`config.mk`:
```
export PLATFORM = sky130hd
export DESIGN_NAME = rscs_top
export DESIGN_NICKNAME = d
export VERILOG_FILES = /design/src/hdl/rscs_pkg.sv /design/src/hdl/rscs_sync.sv /design/src/hdl/rscs_top.sv
export VERILOG_INCLUDE_DIRS = /design/src /design/src/hdl
export SDC_FILE = /design/constraint.sdc
export NUM_CORES = 1
export LEC_CHECK = 0
export BUFFER_PORTS_ARGS = -buffer_cell sky130_fd_sc_hd__buf_2
export CAP_MARGIN = 20
export CORE_MARGIN = 5
export CORE_UTILIZATION = 32
export DETAILED_ROUTE_END_ITERATION = 10
export PLACE_DENSITY_LB_ADDON = 0.1
export REMOVE_ABC_BUFFERS = 1
export SLEW_MARGIN = 20
export SYNTH_ARGS = -nofsm -noshare
export SYNTH_HDL_FRONTEND = slang
export SYNTH_SLANG_ARGS = --single-unit
```
`constraint.sdc`:
```
create_clock -name clk_sys_i -period 3 [get_ports clk_sys_i]
set_input_delay 0.15 -clock clk_sys_i [delete_from_list [all_inputs] [get_ports clk_sys_i]]
set_output_delay 0.15 -clock clk_sys_i [all_outputs]
set_load 0.005 [all_outputs]
```
`src/hdl/rscs_defs.svh`:
```
// timing counts, stop-style codes and reference width for the run/stop contactor sequencer
`ifndef RSCS_DEFS_SVH
`define RSCS_DEFS_SVH
`define RSCS_CLK_HZ 100000000
`define RSCS_DISABLE_DELAY_MS 30
`define RSCS_DISABLE_DELAY_CYC ((`RSCS_CLK_HZ / 1000) * `RSCS_DISABLE_DELAY_MS)
`define RSCS_DEBOUNCE_CYC 1000
`define RSCS_STOP_RAMP 1'b0
`define RSCS_STOP_COAST 1'b1
`define RSCS_REF_W 16
`endif

```
`src/hdl/rscs_pkg.sv`:
```
// types of the run/stop contactor sequencer
package rscs_pkg;
  typedef struct packed {
    logic run_pb;
    logic jog_pb;
    logic stop_pb;
    logic interlock_ok;
    logic contactor_aux;
    logic reverse_sw;
  } rscs_pins_t;
  typedef struct packed {
    logic power_stage_en;
    logic ref_unclamped;
    logic jog_select;
    logic reverse;
    logic phaseback;
  } rscs_ctrl_t;
endpackage

```
`src/hdl/rscs_sync.sv`:
```
// three-stage synchroniser with debounce, one per bit
`timescale 1ns/1ps
`include "rscs_defs.svh"
module rscs_sync #(
  parameter int W = 6,
  parameter int DEB = `RSCS_DEBOUNCE_CYC
) (
  input wire logic clk_sys_i,
  input wire logic rst_i,
  input wire logic [W-1:0] din_i,
  output logic [W-1:0] dout_o
);
  // ****************************************
  // per-bit synchroniser and filter
  // ****************************************
  genvar g;
  generate
    for (g = 0; g < W; g++) begin : g_bit
      logic s1_ff, s2_ff, s3_ff, q_ff;
      logic [$clog2(DEB+1)-1:0] cnt_ff;
      always_ff @(posedge clk_sys_i) begin
        if (rst_i) begin
          s1_ff <= 1'b0;
          s2_ff <= 1'b0;
          s3_ff <= 1'b0;
        end else begin
          s1_ff <= din_i[g];
          s2_ff <= s1_ff;
          s3_ff <= s2_ff;
        end
      end
      // only stages two and three are compared; stage one feeds stage two only
      always_ff @(posedge clk_sys_i) begin
        if (rst_i) begin
          cnt_ff <= '0;
          q_ff <= 1'b0;
        end else if (s2_ff != s3_ff || s3_ff == q_ff) begin
          cnt_ff <= '0;
        end else if (cnt_ff == ($clog2(DEB+1))'(DEB - 1)) begin
          cnt_ff <= '0;
          q_ff <= s3_ff;
        end else begin
          cnt_ff <= cnt_ff + 1'b1;
        end
      end
      assign dout_o[g] = q_ff;
    end
  endgenerate
endmodule

```
`src/hdl/rscs_top.sv`:
```
// run, stop and jog sequencing with contactor hold-in and phaseback interlock
// ****************************************
// How it works
// - power stage on while enable low; off 30 ms after release.
// - run permit and reference on low unclamp reference; enable low accelerates.
// - releasing them clamps reference; enable kept low ramps down (ramp stop).
// - enable released too gives coast or dynamic braking (coast stop).
// - jog select low picks jog reference instead of speed reference.
// - reverse low inverts the active reference polarity.
// - phaseback status high while phased forward, low once fully phased back.
// - contactor held through phaseback relay until phaseback completes.
// - no-fault relay on while powered and fault free.
// - open interlock drops trip relay; external trip only while open.
// - relay two defaults to drive reset; relay one to reverse.
// - run energises contactor; its aux turns on both aux relays, pulling inputs low.
// - three-wire run latches through run contact and aux relay a.
// - two-wire has no latch; stops when run input opens.
// - phaseback relay bypasses run contact only once aux relay b is on.
// - energised contactor drops coil to reduced holding voltage.
// - spare aux b contact closed in run or jog, open when contactor opens.
// - ramp stop drops contactor after phaseback; locked out until new run.
// - coast stop phases back at once and opens contactor.
// - jog follows run, but never latches in either wiring; drops when jog contact opens.
// - during jog, jog select is also asserted.
// ****************************************
`timescale 1ns/1ps
`include "rscs_defs.svh"
module rscs_top
  import rscs_pkg::*;
#(
  parameter int DISABLE_DELAY_CYC = `RSCS_DISABLE_DELAY_CYC,
  parameter int DEBOUNCE_CYC = `RSCS_DEBOUNCE_CYC,
  parameter int REF_W = `RSCS_REF_W
) (
  input wire logic clk_sys_i,
  input wire logic rst_i,
  input wire rscs_pkg::rscs_pins_t pins_i,
  input wire logic stop_style_jumper_i,
  input wire logic three_wire_i,
  input wire logic relay_two_function_jumper_i,
  input wire logic nofault_contact_polarity_jumper_i,
  input wire logic power_ok_i,
  input wire logic drive_fault_i,
  input wire logic at_zero_speed_i,
  input wire logic relay_two_cmd_i,
  input wire logic signed [REF_W-1:0] speed_ref_i,
  input wire logic signed [REF_W-1:0] jog_ref_i,
  output rscs_pkg::rscs_ctrl_t ctrl_o,
  output logic signed [REF_W-1:0] ref_o,
  output logic contactor_coil_o,
  output logic coil_reduced_o,
  output logic contactor_aux_relay_a_o,
  output logic contactor_aux_relay_b_o,
  output logic zero_speed_phaseback_relay_o,
  output logic phaseback_status_output_o,
  output logic spare_aux_contact_o,
  output logic no_fault_relay_o,
  output logic trip_relay_o,
  output logic external_trip_o,
  output logic programmable_relay_one_o,
  output logic programmable_relay_two_o,
  output logic drive_reset_o,
  output logic relay_two_programmable_input_o
);
  import rscs_pkg::*;

  // ****************************************
  // input conditioning
  // ****************************************
  rscs_pins_t pins_s;
  logic [5:0] pins_raw;
  logic [5:0] pins_clean;
  assign pins_raw = pins_i;
  assign pins_s = pins_clean;
  // every pin, contactor feedback included, lags by the sync flops plus the filter

  rscs_sync #(
    .W(6),
    .DEB(DEBOUNCE_CYC)
  ) u_sync (
    .clk_sys_i(clk_sys_i),
    .rst_i(rst_i),
    .din_i(pins_raw),
    .dout_o(pins_clean)
  );

  // ****************************************
  // relay ladder state
  // ****************************************
  logic run_relay_ff;
  logic jog_relay_ff;
  logic aux_a_ff;
  logic aux_b_ff;
  logic pb_relay_ff;
  logic coil_ff;
  logic ref_on_ff;
  logic enable_ff;
  logic nxt_run_relay;
  logic nxt_jog_relay;
  logic start_run;
  logic start_jog;
  logic coast;

  assign coast = (stop_style_jumper_i == `RSCS_STOP_COAST);
  assign start_run = pins_s.run_pb && pins_s.interlock_ok && !pins_s.stop_pb;
  // jog is refused while run holds, so the two never fight over the coil
  assign start_jog = pins_s.jog_pb && pins_s.interlock_ok && !pins_s.stop_pb && !run_relay_ff;
  // the seal only holds while aux relay a confirms the contactor picked up
  logic seal_in;
  assign seal_in = run_relay_ff && aux_a_ff;

  // run and jog relays; three-wire seals in through run contact plus aux relay a
  always_comb begin
    nxt_run_relay = 1'b0;
    nxt_jog_relay = 1'b0;
    if (pins_s.interlock_ok && !pins_s.stop_pb) begin
      if (three_wire_i) begin
        nxt_run_relay = start_run || seal_in;
      end else begin
        nxt_run_relay = start_run;
      end
      // jog never seals; it drops as soon as its contact opens
      nxt_jog_relay = start_jog;
    end
  end

  always_ff @(posedge clk_sys_i) begin
    if (rst_i) begin
      run_relay_ff <= 1'b0;
      jog_relay_ff <= 1'b0;
    end else begin
      run_relay_ff <= nxt_run_relay;
      jog_relay_ff <= nxt_jog_relay;
    end
  end

  // contactor coil: driven by run/jog contact, or held by phaseback relay in series with aux b
  // aux b in series stops the phaseback relay sealing in before the contactor picks up
  always_ff @(posedge clk_sys_i) begin
    if (rst_i) begin
      coil_ff <= 1'b0;
    end else begin
      coil_ff <= pins_s.interlock_ok &&
                 (run_relay_ff || jog_relay_ff || (pb_relay_ff && aux_b_ff));
    end
  end

  // aux relays follow the contactor's own aux contact; in three-wire, losing it locks out until a new run
  always_ff @(posedge clk_sys_i) begin
    if (rst_i) begin
      aux_a_ff <= 1'b0;
      aux_b_ff <= 1'b0;
    end else begin
      aux_a_ff <= pins_s.contactor_aux;
      aux_b_ff <= pins_s.contactor_aux;
    end
  end

  // ****************************************
  // control inputs to the firing logic
  // ****************************************
  logic cmd_active;
  // either relay counts as a live command for reference, enable and spare contact
  assign cmd_active = run_relay_ff || jog_relay_ff;

  always_ff @(posedge clk_sys_i) begin
    if (rst_i) begin
      ref_on_ff <= 1'b0;
      enable_ff <= 1'b0;
    end else begin
      ref_on_ff <= aux_a_ff && cmd_active;
      // coast stop or loss of the contactor drops enable without waiting for zero speed
      if (aux_a_ff && cmd_active) begin
        enable_ff <= 1'b1;
      end else if (coast || !aux_a_ff) begin
        enable_ff <= 1'b0;
      end else if (at_zero_speed_i) begin
        // ramp stop keeps enable until the motor reaches zero speed
        enable_ff <= 1'b0;
      end
    end
  end

  // ****************************************
  // power stage disable delay
  // ****************************************
  logic stage_en_ff;
  logic [$clog2(DISABLE_DELAY_CYC+1)-1:0] off_cnt_ff;
  // a new enable restarts the count, so every release gets the full delay

  always_ff @(posedge clk_sys_i) begin
    if (rst_i) begin
      stage_en_ff <= 1'b0;
      off_cnt_ff <= '0;
    end else if (enable_ff) begin
      stage_en_ff <= 1'b1;
      off_cnt_ff <= '0;
    end else if (stage_en_ff) begin
      if (off_cnt_ff == ($clog2(DISABLE_DELAY_CYC+1))'(DISABLE_DELAY_CYC - 1)) begin
        stage_en_ff <= 1'b0;
        off_cnt_ff <= '0;
      end else begin
        off_cnt_ff <= off_cnt_ff + 1'b1;
      end
    end
  end

  // ****************************************
  // phaseback status and relay
  // ****************************************
  logic fwd_ff;
  // the relay trails the status by a cycle, as the status output drives its coil
  always_ff @(posedge clk_sys_i) begin
    if (rst_i) begin
      fwd_ff <= 1'b0;
      pb_relay_ff <= 1'b0;
    end else begin
      // phased forward only while firing with an unclamped reference or still decelerating
      fwd_ff <= stage_en_ff && enable_ff && (ref_on_ff || !at_zero_speed_i);
      pb_relay_ff <= fwd_ff;
    end
  end

  // ****************************************
  // reference selection
  // ****************************************
  logic signed [REF_W-1:0] nxt_ref;
  // a clamped reference is forced to zero, so a restart ramps up from rest
  logic jog_sel;
  assign jog_sel = jog_relay_ff && ref_on_ff;

  always_comb begin
    nxt_ref = '0;
    if (ref_on_ff) begin
      nxt_ref = jog_sel ? jog_ref_i : speed_ref_i;
      // reverse acts on whichever reference is active
      if (pins_s.reverse_sw) begin
        nxt_ref = -nxt_ref;
      end
    end
  end

  logic signed [REF_W-1:0] ref_ff;
  always_ff @(posedge clk_sys_i) begin
    if (rst_i) begin
      ref_ff <= '0;
    end else begin
      ref_ff <= nxt_ref;
    end
  end

  // ****************************************
  // fault and programmable relays
  // ****************************************
  logic no_fault_ff;
  logic trip_ff;
  logic relay_one_ff;
  logic relay_two_ff;
  // trip follows the filtered interlock, so it lasts only while the contact is open
  // an open interlock is a fault too, so it also drops the no-fault relay
  always_ff @(posedge clk_sys_i) begin
    if (rst_i) begin
      no_fault_ff <= 1'b0;
      trip_ff <= 1'b0;
      relay_one_ff <= 1'b0;
      relay_two_ff <= 1'b0;
    end else begin
      no_fault_ff <= power_ok_i && !drive_fault_i && pins_s.interlock_ok;
      trip_ff <= !pins_s.interlock_ok;
      relay_one_ff <= pins_s.reverse_sw;
      relay_two_ff <= relay_two_cmd_i;
    end
  end

  // ****************************************
  // outputs
  // ****************************************
  assign ctrl_o.power_stage_en = stage_en_ff;
  assign ctrl_o.ref_unclamped = ref_on_ff;
  assign ctrl_o.jog_select = jog_sel;
  assign ctrl_o.reverse = relay_one_ff;
  assign ctrl_o.phaseback = fwd_ff;
  assign ref_o = ref_ff;
  assign contactor_coil_o = coil_ff;
  // the normally closed aux b contact opens on pick-up and cuts the coil to holding voltage
  assign coil_reduced_o = aux_b_ff;
  assign contactor_aux_relay_a_o = aux_a_ff;
  assign contactor_aux_relay_b_o = aux_b_ff;
  assign zero_speed_phaseback_relay_o = pb_relay_ff;
  assign phaseback_status_output_o = fwd_ff;
  assign spare_aux_contact_o = aux_b_ff && cmd_active;
  // jumper only flips contact sense, so the polarity xor is a pure contact model
  assign no_fault_relay_o = no_fault_ff ^ nofault_contact_polarity_jumper_i;
  assign trip_relay_o = !trip_ff;
  assign external_trip_o = trip_ff;
  assign programmable_relay_one_o = relay_one_ff;
  assign programmable_relay_two_o = relay_two_ff;
  // relay two drives reset by default; other jumper position routes it to the spare input
  assign drive_reset_o = relay_two_ff && !relay_two_function_jumper_i;
  assign relay_two_programmable_input_o = relay_two_ff && relay_two_function_jumper_i;
endmodule

```
After elaboration in Yosys (flattened, before gate mapping)

Cells that the tools add are included.
W data, S select, Z words.

Muxes and demuxes: 10
Bitwise operators: 9
Add/sub/neg operators: 8
Reductions and logical operators: 52
Equality and inequality tests: 19

Operators with widths:

| operator                | number |
|---|---|
| $add A10 B1 Y10 const B | 6 |
| $eq A10 B10 Y1 const B  | 6 |
| $mux W16                | 2 |
| $add A22 B1 Y22 const B | 1 |
| $eq A22 B22 Y1 const B  | 1 |
| $mux W22                | 1 |
| $reduce_or A3 Y1        | 6 |
| $logic_and A1 B1 Y1     | 17 |
| $neg A16 Y16            | 1 |
| $reduce_and A2 Y1       | 6 |
| $logic_or A1 B1 Y1      | 11 |
| $logic_not A1 Y1        | 8 |
| $not A1 Y1              | 8 |
| $mux W1                 | 7 |
| $eq A1 B1 Y1            | 6 |
| $ne A1 B1 Y1            | 6 |
| $reduce_or A2 Y1        | 3 |
| $reduce_bool A3 Y1      | 1 |
| $xor A1 B1 Y1           | 1 |

Output and inout bits: 35
Register bits after elaboration: 135
Input port bits: 48
Logic and storage cells: 143

Longest topological paths before layout

Word-level depth: 4
Gate-level depth with buffers: 9
Depth with buffers taken out: 8

Cells and area by module

From an unflattened synthesis, not the netlist that was laid out.

Cells, all modules: 704
Area, all modules: 6282.3 sq um

Modules (own cells, without submodules):

| module    | cells each | area each (sq um) | sequential area each (sq um) | instances |
|---|---|---|---|---|
| rscs_sync | 392        | 3524.6            | 1681.6                       | 1 |
| rscs_top  | 312        | 2757.6            | 1021.0                       | 1 |

Worst setup path after synthesis

No wires, ideal clock.

Kind: flip-flop to flip-flop
From: reg ref_on_ff
To: reg ref_ff[12], in the netlist ref_o[12]
Clock period less this slack: 2.184 ns
Buffers on the path: 1
Library setup time: 0.128 ns
Slack: 0.816 ns
Cell stages (with the launch flop): 10
Arrival time: 2.057 ns
Data required time: 2.872 ns
Path through: dfxtp_1 > nand2_2 > buf_2 > mux2i_1 > ha_1 > nor3b_1 > a22oi_1 > o41ai_2 > xnor2_1 > nor2_1

Word-level cells in the longest chain between the ends: 4
Elaborated cells on any way between the ends: 6
Classes of those cells: add/sub: 1; mux: 2; bitwise: 1; reduce/logical: 2

RTL lines:

| item                     | line            | text |
|---|---|---|
| start: declaration       | rscs_top.sv:96  | `logic ref_on_ff;` |
| start signal: assignment | rscs_top.sv:171 | `ref_on_ff <= aux_a_ff && cmd_active;` |
| $logic_and A1 B1 Y1      | rscs_top.sv:230 | `assign jog_sel = jog_relay_ff && ref_on_ff;` |
| $mux W16                 | rscs_top.sv:235 | `nxt_ref = jog_sel ? jog_ref_i : speed_ref_i;` |
| $neg A16 Y16             | rscs_top.sv:238 | `nxt_ref = -nxt_ref;` |
| $mux W16                 | rscs_top.sv:237 | `if (pins_s.reverse_sw) begin` |
| end signal: assignment   | rscs_top.sv:248 | `ref_ff <= nxt_ref;` |
| end: declaration         | rscs_top.sv:243 | `logic signed [REF_W-1:0] ref_ff;` |

Several ways; a longest one is shown, not always the timed one.
A chain may end at the register's enable or synchronous reset.

Worst setup path after layout

From: reg ref_on_ff
To: reg ref_ff[8], in the netlist ref_o[8]

The elaborated chain is that of the path after synthesis.

==> reports/summary.txt <==
Max capacitance violation total = 0
Post-DP HPWL = 9.601 mm
Routed wire length = 13.07 mm
First-pass GRT wire length = 22.25 mm
DR WL/cell = 13.15 um
Place WS = 520.0 ps
Worst R2R Path Depth = 9
Post-synthesis cell type count = 56
Crit Path Category = register to register
CTS tree = yes
PwrDens = 533.2 mW/mm2
Worst EP required = 3270 ps
Die area = 0.02154 mm2
Max clock buf depth = 2
Fmax = 405.3 MHz
Clk sinks = 135
Core footprint = 0.01858 mm2
Top_reg_cell synth = dfxtp_1
Row cnt = 50
Worst Setup EP = ref_o[8]
CTS resizes = 0
Most frequent cells in the layout = nor2_1, dfxtp_1, buf_2
Commonest non-fill, non-tap cell in the layout = nor2_1
Actual slew at the worst max-slew pin = 805.8 ps
Number of synthesized flops with an enable pin = 0
RSZ-0062 raised after global routing = false
Share of layout cells above drive strength 1 = 18.29%
Clk root buf = clkbuf_16
Via density = 4.712
H-tree Lvls = 4
Final Hold Viols = 0
Hold Path Class = input pin to register
Status = finished, final reports clean
Yosys warning count = 0
Crit path DAT = 2740 ps
Antenna cells = 0
DRC Markers = 0
Chip height = 146.8 um
Routed vias = 4684
Endpoint class of the critical path = register
Peak VDD IR = 0.3770 mV
Reg2reg setup slack = 530 ps
Aggregate global routing overflow = 0
Crit path launch type = register
Worst Setup Slack, final = 532.6 ps
Syn-to-layout area delta = 19.82%
Number of global-route vias before repair = 4594
Num CTS Buffers = 17
Initial core utilization = 32.21%
Worst-Skew Late Latency = 400 ps
Syn Area/Cell = 9.026 um2
DRT antenna net count = 0
Largest net degree at the start of global routing = 25
Worst slew margin = 46.21%
Mapped Cells = 663
Power, Total = 0.003824 W
Nets = 804
Cell taking the most area after synthesis = dfxtp_1
Post-synth top area share = 45.16%
Mapped cell area = 0.005984 mm2
Min Tclk post-route = 2467 ps
RD Place Congestion = 0.7761
Worst r2r src = ref_on_ff
Critical path peak fanout = 20
Synth Register Bits = 135
Initial DRC Count = 164
Setup TNS Final = 0 ps
Clock Skew = 5.982 ps
Leakage power = 2.686 nW
Placed cells = 954
Post-synthesis sequential area ratio = 45.16%
Die W = 146.8 um
Top-level port count = 83
R2R Path End = ref_o[8]
Crit share post-route = 82.25%
Total track usage = 12.46%
Final Setup Violations = 0
Slew Limit Fails = 0
Synth area leaders = dfxtp_1, nor2_1, xnor2_1
DRT Pass-1 Iters = 4
IO buf count = 82
Crit path launch = ref_on_ff
Cts hold-fix bufs = 9
Asr flop ratio synth = 0%
Final std cells w/o fill = 994
Buffer count from post-CTS setup fixing = 0
Initial antenna violation count = 0
Clk pin slew, worst setup/hold paths = 60 ps
## worst min-delay path by stage
stage	start	end	slack, ps	depth (start not counted)
floorplan	rst_i	external_trip_o	220	1
global placement	drive_fault_i	no_fault_ff	310	2
detailed placement	drive_fault_i	no_fault_ff	320	2
CTS	stop_style_jumper_i	enable_ff	20	3
global route	stop_style_jumper_i	enable_ff	40	3
finish	stop_style_jumper_i	enable_ff	40	3
## cell families after synthesis
group           Yosys count  synth area share, %
fa+ha+maj                 8                1.673
mux                      15                2.551
compound gates           66                8.447
flops                   135                45.16
buf+inv                  47                3.972
xor+xnor                 81                11.85
simple gates            311                26.34
## state kept, by name, summed over array words and instances (netlist names), 6 cells and up
register             count
ref_o                   16
u_sync.g_bit.cnt_ff     60
u_sync.g_bit.s3_ff       6
off_cnt_ff              22
u_sync.g_bit.q_ff        6
u_sync.g_bit.s2_ff       6
u_sync.g_bit.s1_ff       6
## area by class of cell
class | count | area (um2)
multi-input combinational | 481 | 3044
clock inverter | 9 | 78.83
tap | 234 | 292.8
clock buffer | 22 | 454.2
sequential | 135 | 2703
timing repair buffer | 95 | 530.5
inverter | 18 | 67.56
fill | 1882 | 11410
## synthesized netlist by cell type, types with 5 or more instances
library cell and n:
a211oi_1 5, clkbuf_1 15, nor2_1 137, and3_1 15, nor2b_1 23, xor2_1 32, inv_1 17, nand2b_1 8
nor3_1 11, ha_1 8, nand3_1 23, nand2_1 33, buf_4 10, mux2i_1 13, a21oi_1 20, xnor2_1 49
or3_1 6, nand3b_1 5, nand4_1 20, dfxtp_1 135, o21ai_0 8
## routing by layer
| layer | share of wire (%) | track usage (%) | vias to the layer above |
|---|---|---|---|
| li1 | - | - | 2409 |
| met1 | 50 | 16.32 | 2173 |
| met2 | 45 | 19.52 | 95 |
| met3 | 5.0 | 4.318 | 7 |
| met4 | 0.80 | 3.528 | 0 |
| met5 | 0 | 0 | - |
## worst max-delay path: stages (launching register included)
cell and delay (ps):
dfxtp_1 390, buf_4 280, nand3_1 130, a21boi_0 170, ha_1 250, nor3b_1 150
a22oi_1 510, o31ai_1 190, xnor2_1 210, nor2_1 50
## report_power, final
part           internal [W]  switching (W)
sequential          0.00181     0.00000683
clock               0.00115       0.000736
combinational     0.0000611      0.0000648
total               0.00302       0.000808
## through the flow
step           hold WS [ps]  area (um2)  utilization [%]
2_1_floorplan         216.7        5814                -
6_report              37.19        7171            38.59
4_1_cts               20.36        7171            38.59
3_3_place_gp          311.7        6548            35.24
3_5_place_dp          320.3        6548            35.24
5_1_grt               40.46        7171            38.59
Power figures use the tool's default switching activity.
